File: config.mk
export PLATFORM = sky130hd
export DESIGN_NAME = lbs_top
export DESIGN_NICKNAME = d
export VERILOG_FILES = /design/src/lbs_cadence.v /design/src/lbs_link_led.v /design/src/lbs_top.v
export VERILOG_INCLUDE_DIRS = /design/src
export SDC_FILE = /design/constraint.sdc
export NUM_CORES = 1
export LEC_CHECK = 0
export BUFFER_PORTS_ARGS = -buffer_cell sky130_fd_sc_hd__buf_2
export CORE_MARGIN = 3
export CORE_UTILIZATION = 44
export DETAILED_ROUTE_END_ITERATION = 12
export PLACE_DENSITY_LB_ADDON = 0.25
export SLEW_MARGIN = 20
export SYNTH_ARGS = -nofsm -noshare
export SYNTH_HDL_FRONTEND = slang
export SYNTH_HIERARCHICAL = 1
export SYNTH_SLANG_ARGS = --single-unit
File: constraint.sdc
create_clock -name hclk -period 2.2 [get_ports hclk]
set_input_delay 0.22 -clock hclk [delete_from_list [all_inputs] [get_ports hclk]]
set_output_delay 0.22 -clock hclk [all_outputs]
set_load 0.03 [all_outputs]
File: src/lbs_defines.vh
// Purpose: constants for the link and board status indicator block
// Assumes: 100 MHz hclk, eight camera links
// Notes: included by every design file of the block
`ifndef LBS_DEFINES_VH
`define LBS_DEFINES_VH

// ----------------------------------------------------------------
// sizes
// ----------------------------------------------------------------
`define LBS_NLINK 8
`define LBS_CW 27

// ----------------------------------------------------------------
// timing
// ----------------------------------------------------------------
`define LBS_CLK_NS 10
`define LBS_FAST_HALF_NS 40000000
`define LBS_SLOW_HALF_NS 500000000
`define LBS_FAST_HALF_CYC (`LBS_FAST_HALF_NS / `LBS_CLK_NS)
`define LBS_SLOW_HALF_CYC (`LBS_SLOW_HALF_NS / `LBS_CLK_NS)

// ----------------------------------------------------------------
// register offsets
// ----------------------------------------------------------------
`define LBS_OFF_CTRL 12'h000
`define LBS_OFF_LINK_STATE 12'h004
`define LBS_OFF_BOARD 12'h008
`define LBS_OFF_LINK_IN 12'h00c

// ----------------------------------------------------------------
// control fields and reset
// ----------------------------------------------------------------
`define LBS_CTRL_INIT 0
`define LBS_CTRL_LAMP 1
`define LBS_CTRL_RST 32'h00000000

// ----------------------------------------------------------------
// link indicator states
// ----------------------------------------------------------------
`define LBS_ST_UNINIT 3'h0
`define LBS_ST_NOCAM 3'h1
`define LBS_ST_DET_PWR 3'h2
`define LBS_ST_DET 3'h3
`define LBS_ST_IDLE 3'h4
`define LBS_ST_TRIG 3'h5
`define LBS_ST_DATA 3'h6
`define LBS_ST_TEST 3'h7

// ----------------------------------------------------------------
// pcie status encodings
// ----------------------------------------------------------------
`define LBS_RATE_GEN3 2'h2
`define LBS_WIDTH_X8 4'h8

`endif

File: src/lbs_cadence.v
// Purpose: free-running blink cadences shared by all link indicators and the board alive indicator
// Assumes: half periods given in hclk cycles
// Notes: pulse is lit for the first half of each slow high phase
`timescale 1ns/1ps
`include "lbs_defines.vh"

module lbs_cadence #(
    parameter FAST_HALF = `LBS_FAST_HALF_CYC,
    parameter SLOW_HALF = `LBS_SLOW_HALF_CYC
) (
    input wire hclk,
    input wire hresetn,
    output reg fast_phase,
    output reg slow_phase,
    output reg slow_pulse
);

    // full width first, then cut to the counter width on purpose
    localparam [31:0] FAST_END_W = FAST_HALF - 1;
    localparam [31:0] SLOW_END_W = SLOW_HALF - 1;
    localparam [31:0] PULSE_END_W = SLOW_HALF / 2;
    localparam [`LBS_CW-1:0] FAST_END = FAST_END_W[`LBS_CW-1:0];
    localparam [`LBS_CW-1:0] SLOW_END = SLOW_END_W[`LBS_CW-1:0];
    localparam [`LBS_CW-1:0] PULSE_END = PULSE_END_W[`LBS_CW-1:0];

    reg [`LBS_CW-1:0] fast_cnt;
    reg [`LBS_CW-1:0] slow_cnt;

    // ----------------------------------------------------------------
    // dividers
    // ----------------------------------------------------------------
    always @(posedge hclk or negedge hresetn)
    begin
        if (!hresetn)
        begin
            fast_cnt <= {`LBS_CW{1'b0}};
            slow_cnt <= {`LBS_CW{1'b0}};
            fast_phase <= 1'b0;
            slow_phase <= 1'b0;
            slow_pulse <= 1'b0;
        end
        else
        begin
            // free running, so every link shares phase
            if (fast_cnt == FAST_END)
            begin
                fast_cnt <= {`LBS_CW{1'b0}};
                fast_phase <= ~fast_phase;
            end
            else
                fast_cnt <= fast_cnt + 1'b1;
            if (slow_cnt == SLOW_END)
            begin
                slow_cnt <= {`LBS_CW{1'b0}};
                slow_phase <= ~slow_phase;
            end
            else
                slow_cnt <= slow_cnt + 1'b1;
            slow_pulse <= slow_phase && (slow_cnt < PULSE_END);
        end
    end

endmodule

File: src/lbs_link_led.v
// Purpose: one bi-colour link indicator
// Assumes: status inputs synchronous to hclk
// Notes: orange is green and red lit together
`timescale 1ns/1ps
`include "lbs_defines.vh"

module lbs_link_led (
    input wire hclk,
    input wire hresetn,
    input wire sys_init,
    input wire lamp_test,
    input wire cam_present,
    input wire detecting,
    input wire cable_power_supply,
    input wire data_active,
    input wire trig_wait,
    input wire test_packets,
    input wire fast_phase,
    input wire slow_phase,
    input wire slow_pulse,
    output reg [2:0] state,
    output reg led_green,
    output reg led_red
);

    reg [2:0] next_state;
    reg next_green;
    reg next_red;

    // ----------------------------------------------------------------
    // state priority
    // ----------------------------------------------------------------
    always @*
    begin
        if (!sys_init)
            next_state = `LBS_ST_UNINIT;
        else if (test_packets)
            next_state = `LBS_ST_TEST;
        else if (detecting)
            next_state = cable_power_supply ? `LBS_ST_DET_PWR : `LBS_ST_DET;
        else if (!cam_present)
            next_state = `LBS_ST_NOCAM;
        else if (data_active)
            next_state = `LBS_ST_DATA;
        else if (trig_wait)
            next_state = `LBS_ST_TRIG;
        else
            next_state = `LBS_ST_IDLE;
    end

    // ----------------------------------------------------------------
    // colour per state
    // ----------------------------------------------------------------
    always @*
    begin
        next_green = 1'b0;
        next_red = 1'b0;
        case (next_state)
            `LBS_ST_UNINIT:
            begin
                next_green = 1'b1;
                next_red = 1'b1;
            end
            `LBS_ST_NOCAM:
                next_red = slow_pulse;
            `LBS_ST_DET_PWR:
            begin
                next_green = 1'b1;
                next_red = fast_phase;
            end
            `LBS_ST_DET:
            begin
                next_green = fast_phase;
                next_red = fast_phase;
            end
            `LBS_ST_IDLE:
                next_green = 1'b1;
            `LBS_ST_TRIG:
            begin
                next_green = slow_pulse;
                next_red = slow_pulse;
            end
            `LBS_ST_DATA:
                next_green = fast_phase;
            `LBS_ST_TEST:
            begin
                next_green = 1'b1;
                next_red = slow_phase;
            end
            default:
            begin
                next_green = 1'b0;
                next_red = 1'b0;
            end
        endcase
        if (lamp_test)
        begin
            next_green = 1'b1;
            next_red = 1'b1;
        end
    end

    always @(posedge hclk or negedge hresetn)
    begin
        if (!hresetn)
        begin
            state <= `LBS_ST_UNINIT;
            led_green <= 1'b0;
            led_red <= 1'b0;
        end
        else
        begin
            state <= next_state;
            led_green <= next_green;
            led_red <= next_red;
        end
    end

endmodule

File: src/lbs_top.v
// Purpose: link and board status indicators with an AHB-Lite register slave
// Assumes: status inputs synchronous to hclk; zero wait state bus
// Notes: orange is both colours of a bi-colour indicator lit
//
// Chosen here: the placing of the registers and the AHB-Lite slave port.
`timescale 1ns/1ps
`include "lbs_defines.vh"

module lbs_top #(
    parameter FAST_HALF = `LBS_FAST_HALF_CYC,
    parameter SLOW_HALF = `LBS_SLOW_HALF_CYC
) (
    input wire hclk,
    input wire hresetn,
    input wire hsel,
    input wire [11:0] haddr,
    input wire [1:0] htrans,
    input wire hwrite,
    input wire [2:0] hsize,
    input wire [31:0] hwdata,
    input wire hready,
    output reg [31:0] hrdata,
    output wire hreadyout,
    output wire hresp,
    input wire [`LBS_NLINK-1:0] cam_present,
    input wire [`LBS_NLINK-1:0] detecting,
    input wire [`LBS_NLINK-1:0] cable_power_supply,
    input wire [`LBS_NLINK-1:0] data_active,
    input wire [`LBS_NLINK-1:0] trig_wait,
    input wire [`LBS_NLINK-1:0] test_packets,
    input wire pcie_refclk_present,
    input wire pcie_in_l0,
    input wire [1:0] pcie_rate,
    input wire [3:0] pcie_width,
    output wire [`LBS_NLINK-1:0] link_led_green,
    output wire [`LBS_NLINK-1:0] link_led_red,
    output reg [3:0] board_led
);

    // ----------------------------------------------------------------
    // declarations
    // ----------------------------------------------------------------
    reg [31:0] ctrl;
    reg wr_pend;
    reg [11:0] wr_addr;
    reg [31:0] next_rdata;
    reg [3:0] next_board;
    wire fast_phase;
    wire slow_phase;
    wire slow_pulse;
    wire addr_ok;
    wire [3*`LBS_NLINK-1:0] link_state;
    wire sys_init;
    wire lamp_test;

    assign sys_init = ctrl[`LBS_CTRL_INIT];
    assign lamp_test = ctrl[`LBS_CTRL_LAMP];

    // ----------------------------------------------------------------
    // ahb-lite slave
    // ----------------------------------------------------------------
    assign hreadyout = 1'b1;
    assign hresp = 1'b0;
    assign addr_ok = hsel && htrans[1] && hready;

    always @*
    begin
        next_rdata = 32'h00000000;
        case (haddr)
            `LBS_OFF_CTRL:
                next_rdata = ctrl;
            `LBS_OFF_LINK_STATE:
                next_rdata = {8'h00, link_state};
            `LBS_OFF_BOARD:
                next_rdata = {16'h0000, pcie_width, 2'b00, pcie_rate,
                    pcie_refclk_present, pcie_in_l0, 2'b00, board_led};
            `LBS_OFF_LINK_IN:
                next_rdata = {16'h0000, test_packets, cam_present};
            default:
                next_rdata = 32'h00000000;
        endcase
    end

    always @(posedge hclk or negedge hresetn)
    begin
        if (!hresetn)
        begin
            wr_pend <= 1'b0;
            wr_addr <= 12'h000;
            hrdata <= 32'h00000000;
        end
        else
        begin
            wr_pend <= addr_ok && hwrite;
            if (addr_ok)
                wr_addr <= haddr;
            if (addr_ok && !hwrite)
                hrdata <= next_rdata;
        end
    end

    always @(posedge hclk or negedge hresetn)
    begin
        if (!hresetn)
            ctrl <= `LBS_CTRL_RST;
        else if (wr_pend && (wr_addr == `LBS_OFF_CTRL))
            ctrl <= {30'h00000000, hwdata[1:0]};
    end

    // ----------------------------------------------------------------
    // shared cadence
    // ----------------------------------------------------------------
    lbs_cadence #(
        .FAST_HALF(FAST_HALF),
        .SLOW_HALF(SLOW_HALF)
    ) u_cadence (
        .hclk(hclk),
        .hresetn(hresetn),
        .fast_phase(fast_phase),
        .slow_phase(slow_phase),
        .slow_pulse(slow_pulse)
    );

    // ----------------------------------------------------------------
    // per-link indicators
    // ----------------------------------------------------------------
    genvar gi;
    generate
        for (gi = 0; gi < `LBS_NLINK; gi = gi + 1)
        begin : g_link
            // one independent indicator per link
            lbs_link_led u_led (
                .hclk(hclk),
                .hresetn(hresetn),
                .sys_init(sys_init),
                .lamp_test(lamp_test),
                .cam_present(cam_present[gi]),
                .detecting(detecting[gi]),
                .cable_power_supply(cable_power_supply[gi]),
                .data_active(data_active[gi]),
                .trig_wait(trig_wait[gi]),
                .test_packets(test_packets[gi]),
                .fast_phase(fast_phase),
                .slow_phase(slow_phase),
                .slow_pulse(slow_pulse),
                .state(link_state[3*gi+2:3*gi]),
                .led_green(link_led_green[gi]),
                .led_red(link_led_red[gi])
            );
        end
    endgenerate

    // ----------------------------------------------------------------
    // board indicators
    // ----------------------------------------------------------------
    always @*
    begin
        next_board[0] = pcie_refclk_present && slow_phase;
        next_board[1] = pcie_in_l0;
        next_board[2] = (pcie_rate == `LBS_RATE_GEN3);
        next_board[3] = (pcie_width == `LBS_WIDTH_X8);
        if (lamp_test)
            next_board = 4'hf;
    end

    always @(posedge hclk or negedge hresetn)
    begin
        if (!hresetn)
            board_led <= 4'h0;
        else
            board_led <= next_board;
    end

endmodule

==> results.ini <==
[pwr]
max-vdd-ir-drop_v = 0.000634
total_power_mw = 6.07
power.leakage_nw = 3.76
power.density_nw_per_um2 = 725

[detailed_routing]
vias_per_cell = 5.51
vias = 5623
antenna_left = 0
firstDrtPassIters = 5
drt-total-wl_mm = 17.0
drtIter0Drc = 376
avgRoutedWirePerCell_um = 16.7
drc = 0

[floorplanning]
floorplan.initialDensity = 0.453
pin_count = 164
die_w_um = 132
rows = 45
die_area_um2 = 17300
die_y_um = 132
fp.coreArea_um2 = 15300

[flow_run]
cap_violations = 0

[clocking]
clkSinkCount = 140
cts_tree = built
cts_buffer_depth = 2
clkTransAtPathRegs_ps = 50
cts-root-buf = clkbuf_16
ctsResizeCount = 0
cts_buffers = 17
htreeDepth = 4
clock_latency_ps = 420

[worst_setup_path]
critPathKind = register to register
cp-start-kind = register
critPathMaxFanout = 7
crit_arrival_ps = 2150
endpoint_kind = register
required_ps = 2510

[cells_and_area]
syn2layout_area_growth_pct = 20.6
mostFrequentLayoutCell = dfrtp_1
layout-drive-gt1-share = 0.258
design_area_um2 = 8370
final_cell_mix = dfrtp_1 (140), buf_2 (118), nand2_1 (66)
multi_input_area_um2 = 3240
seq_area_um2 = 3500
fill_cells = 1391
nets = 910
insertedDiodeCount = 0

[timing]
max_freq_ghz = 0.544
tightestPinTransition_ps = 713
layout_worst_path_cycle_share = 0.836
fin_ws_ps = 361
hold_slack_ps = 29.1
hold_viol = 0
setup_viol = 0
period_needed_ps = 1840
finalMaxSlewViolations = 0
tns_ps = 0
relSlewSlack = 0.524
fin_worst_skew_ps = 6.28
rsz0062_at_grt = false

[logic_synthesis]
ys_warn_count = 6
syn_avg_cell_area_um2 = 10.4
synth_enable_flop_cells = 0
synthArstFlopShare = 1.00
ys_seq_area_frac = 0.505
synthFlopType = dfrtp_1
synthTopCellsByArea = dfrtp_1 (50%), mux2_2 (5.0%), nand2_1 (3.6%)
ys_seq_elements = 140
syn_area_um2 = 6940
yosys.area.top_type = dfrtp_1
synth.distinct_cells = 59
syn_inst = 666
synth_top_area_frac = 0.505

[global_routing]
grt_antenna_before_repair = 2
grt_util_all_layers = 0.200
grt_max_degree = 56
grt_pass1_vias = 5550
grt_overflow = 0
grt_pass1_wl_mm = 27.9

[run_status]
status = completed

[placement]
gp_congestion = 0.869
postPlaceCellArea_um2 = 7780
place_hpwl_mm = 12.5
dpl_worst_slack_ps = 369
port_buffers = 119

[min_path]
hp-class = primary input to register

==> logic make-up (layout without fill, tap and decap cells) <==
| family | Yosys count | after routing | share of synthesized area |
|---|---|---|---|
| multiplexers | 39 | 39 | 0.0656 |
| buffers and inverters | 43 | 178 | 0.0325 |
| other | 2 | 10 | 0.00108 |
| AO/OA/AOI/OAI | 136 | 136 | 0.130 |
| XOR/XNOR | 35 | 35 | 0.0442 |
| adder cells (fa/ha/maj) | 2 | 2 | 0.00361 |
| flip-flops | 140 | 140 | 0.505 |
| AND/OR/NAND/NOR | 269 | 269 | 0.219 |
==> final cells by class <==
class | instances | share of cell area
well taps | 211 | 0.0315
repair buffers | 133 | 0.0881
flip-flops and latches | 140 | 0.419
clock inverters | 8 | 0.0111
inverters | 15 | 0.00673
multi-input cells | 491 | 0.387
clock buffers | 22 | 0.0567
==> state kept, by name, indices dropped and copies added (netlist names), 2 cells and up <==
name and count:
ctrl 2, g_link.u_led/led_red 8, board_led 4, u_cadence/slow_cnt 27, g_link.u_led/state 24, hrdata 24, u_cadence/fast_cnt 27, wr_addr 12
g_link.u_led/led_green 8
==> where the power goes <==
part / switching, mW / internal (mW)
registers: 0.0526 / 2.69
logic: 0.342 / 0.236
clock network: 1.02 / 1.73
==> synthesized netlist by cell type (all sizes together), types with 3 or more instances <==
master / n
a21oi: 10
a221oi: 8
or3: 5
nor2: 39
xnor2: 22
nor3b: 9
and4: 6
dfrtp: 140
o21ai: 36
mux2: 32
buf: 21
or4: 5
xor2: 13
a31oi: 13
nor4b: 5
nor2b: 28
o21a: 16
a22oi: 18
nand4: 27
nor4: 11
a211oi: 8
o31ai: 8
nand2b: 16
nand2: 66
or2: 4
nand3: 22
nor3: 10
and2: 3
clkbuf: 7
mux2i: 5
inv: 15
and3: 10
o22ai: 8
==> critical path: stages, from the launching register on <==
cell and delay, ps:
dfrtp_1 470, nand4_2 210, or2_1 390, or3_1 410
a31o_2 250
==> final timing paths <==
| check | startpoint | end | slack [ps] | cells past startpoint |
|---|---|---|---|---|
| max | u_cadence/fast_cnt[4] | u_cadence/fast_cnt[5] | 360 | 4 |
| min | pcie_refclk_present | board_led[0] | 30 | 2 |
| max reg2reg | u_cadence/fast_cnt[4] | u_cadence/fast_cnt[5] | 360 | 4 |
| min reg2reg | hrdata[20] | hrdata[20] | 480 | 2 |
| max in group asynchronous | hresetn | u_cadence/fast_cnt[19] | 1250 | 3 |
| min in group asynchronous | hresetn | hrdata[17] | 330 | 2 |
==> per-layer routing <==
layer	wire [µm]	part of all wire	GRT usage
met3	950	0.056	0.0486
met2	8160	0.48	0.318
met4	333	0.020	0.0776
met1	7520	0.44	0.266
met5	29	0.0017	0
==> stage by stage <==
stage | std cells | util
finish | 1020 | 0.546
global route | 1020 | 0.546
CTS | 1020 | 0.546
detailed placement | 988 | 0.508
global placement | 988 | 0.508
floorplan | 674 | -
==> timing repair <==
| item | CTS | global route |
|---|---|---|
| buffers inserted | 0 | 0 |
| endpoints found under the setup margin | 0 | 0 |
| hold buffers | 2 | 0 |
| hold endpoints to repair | 54 | 0 |
Power figures use the tool's default switching activity.
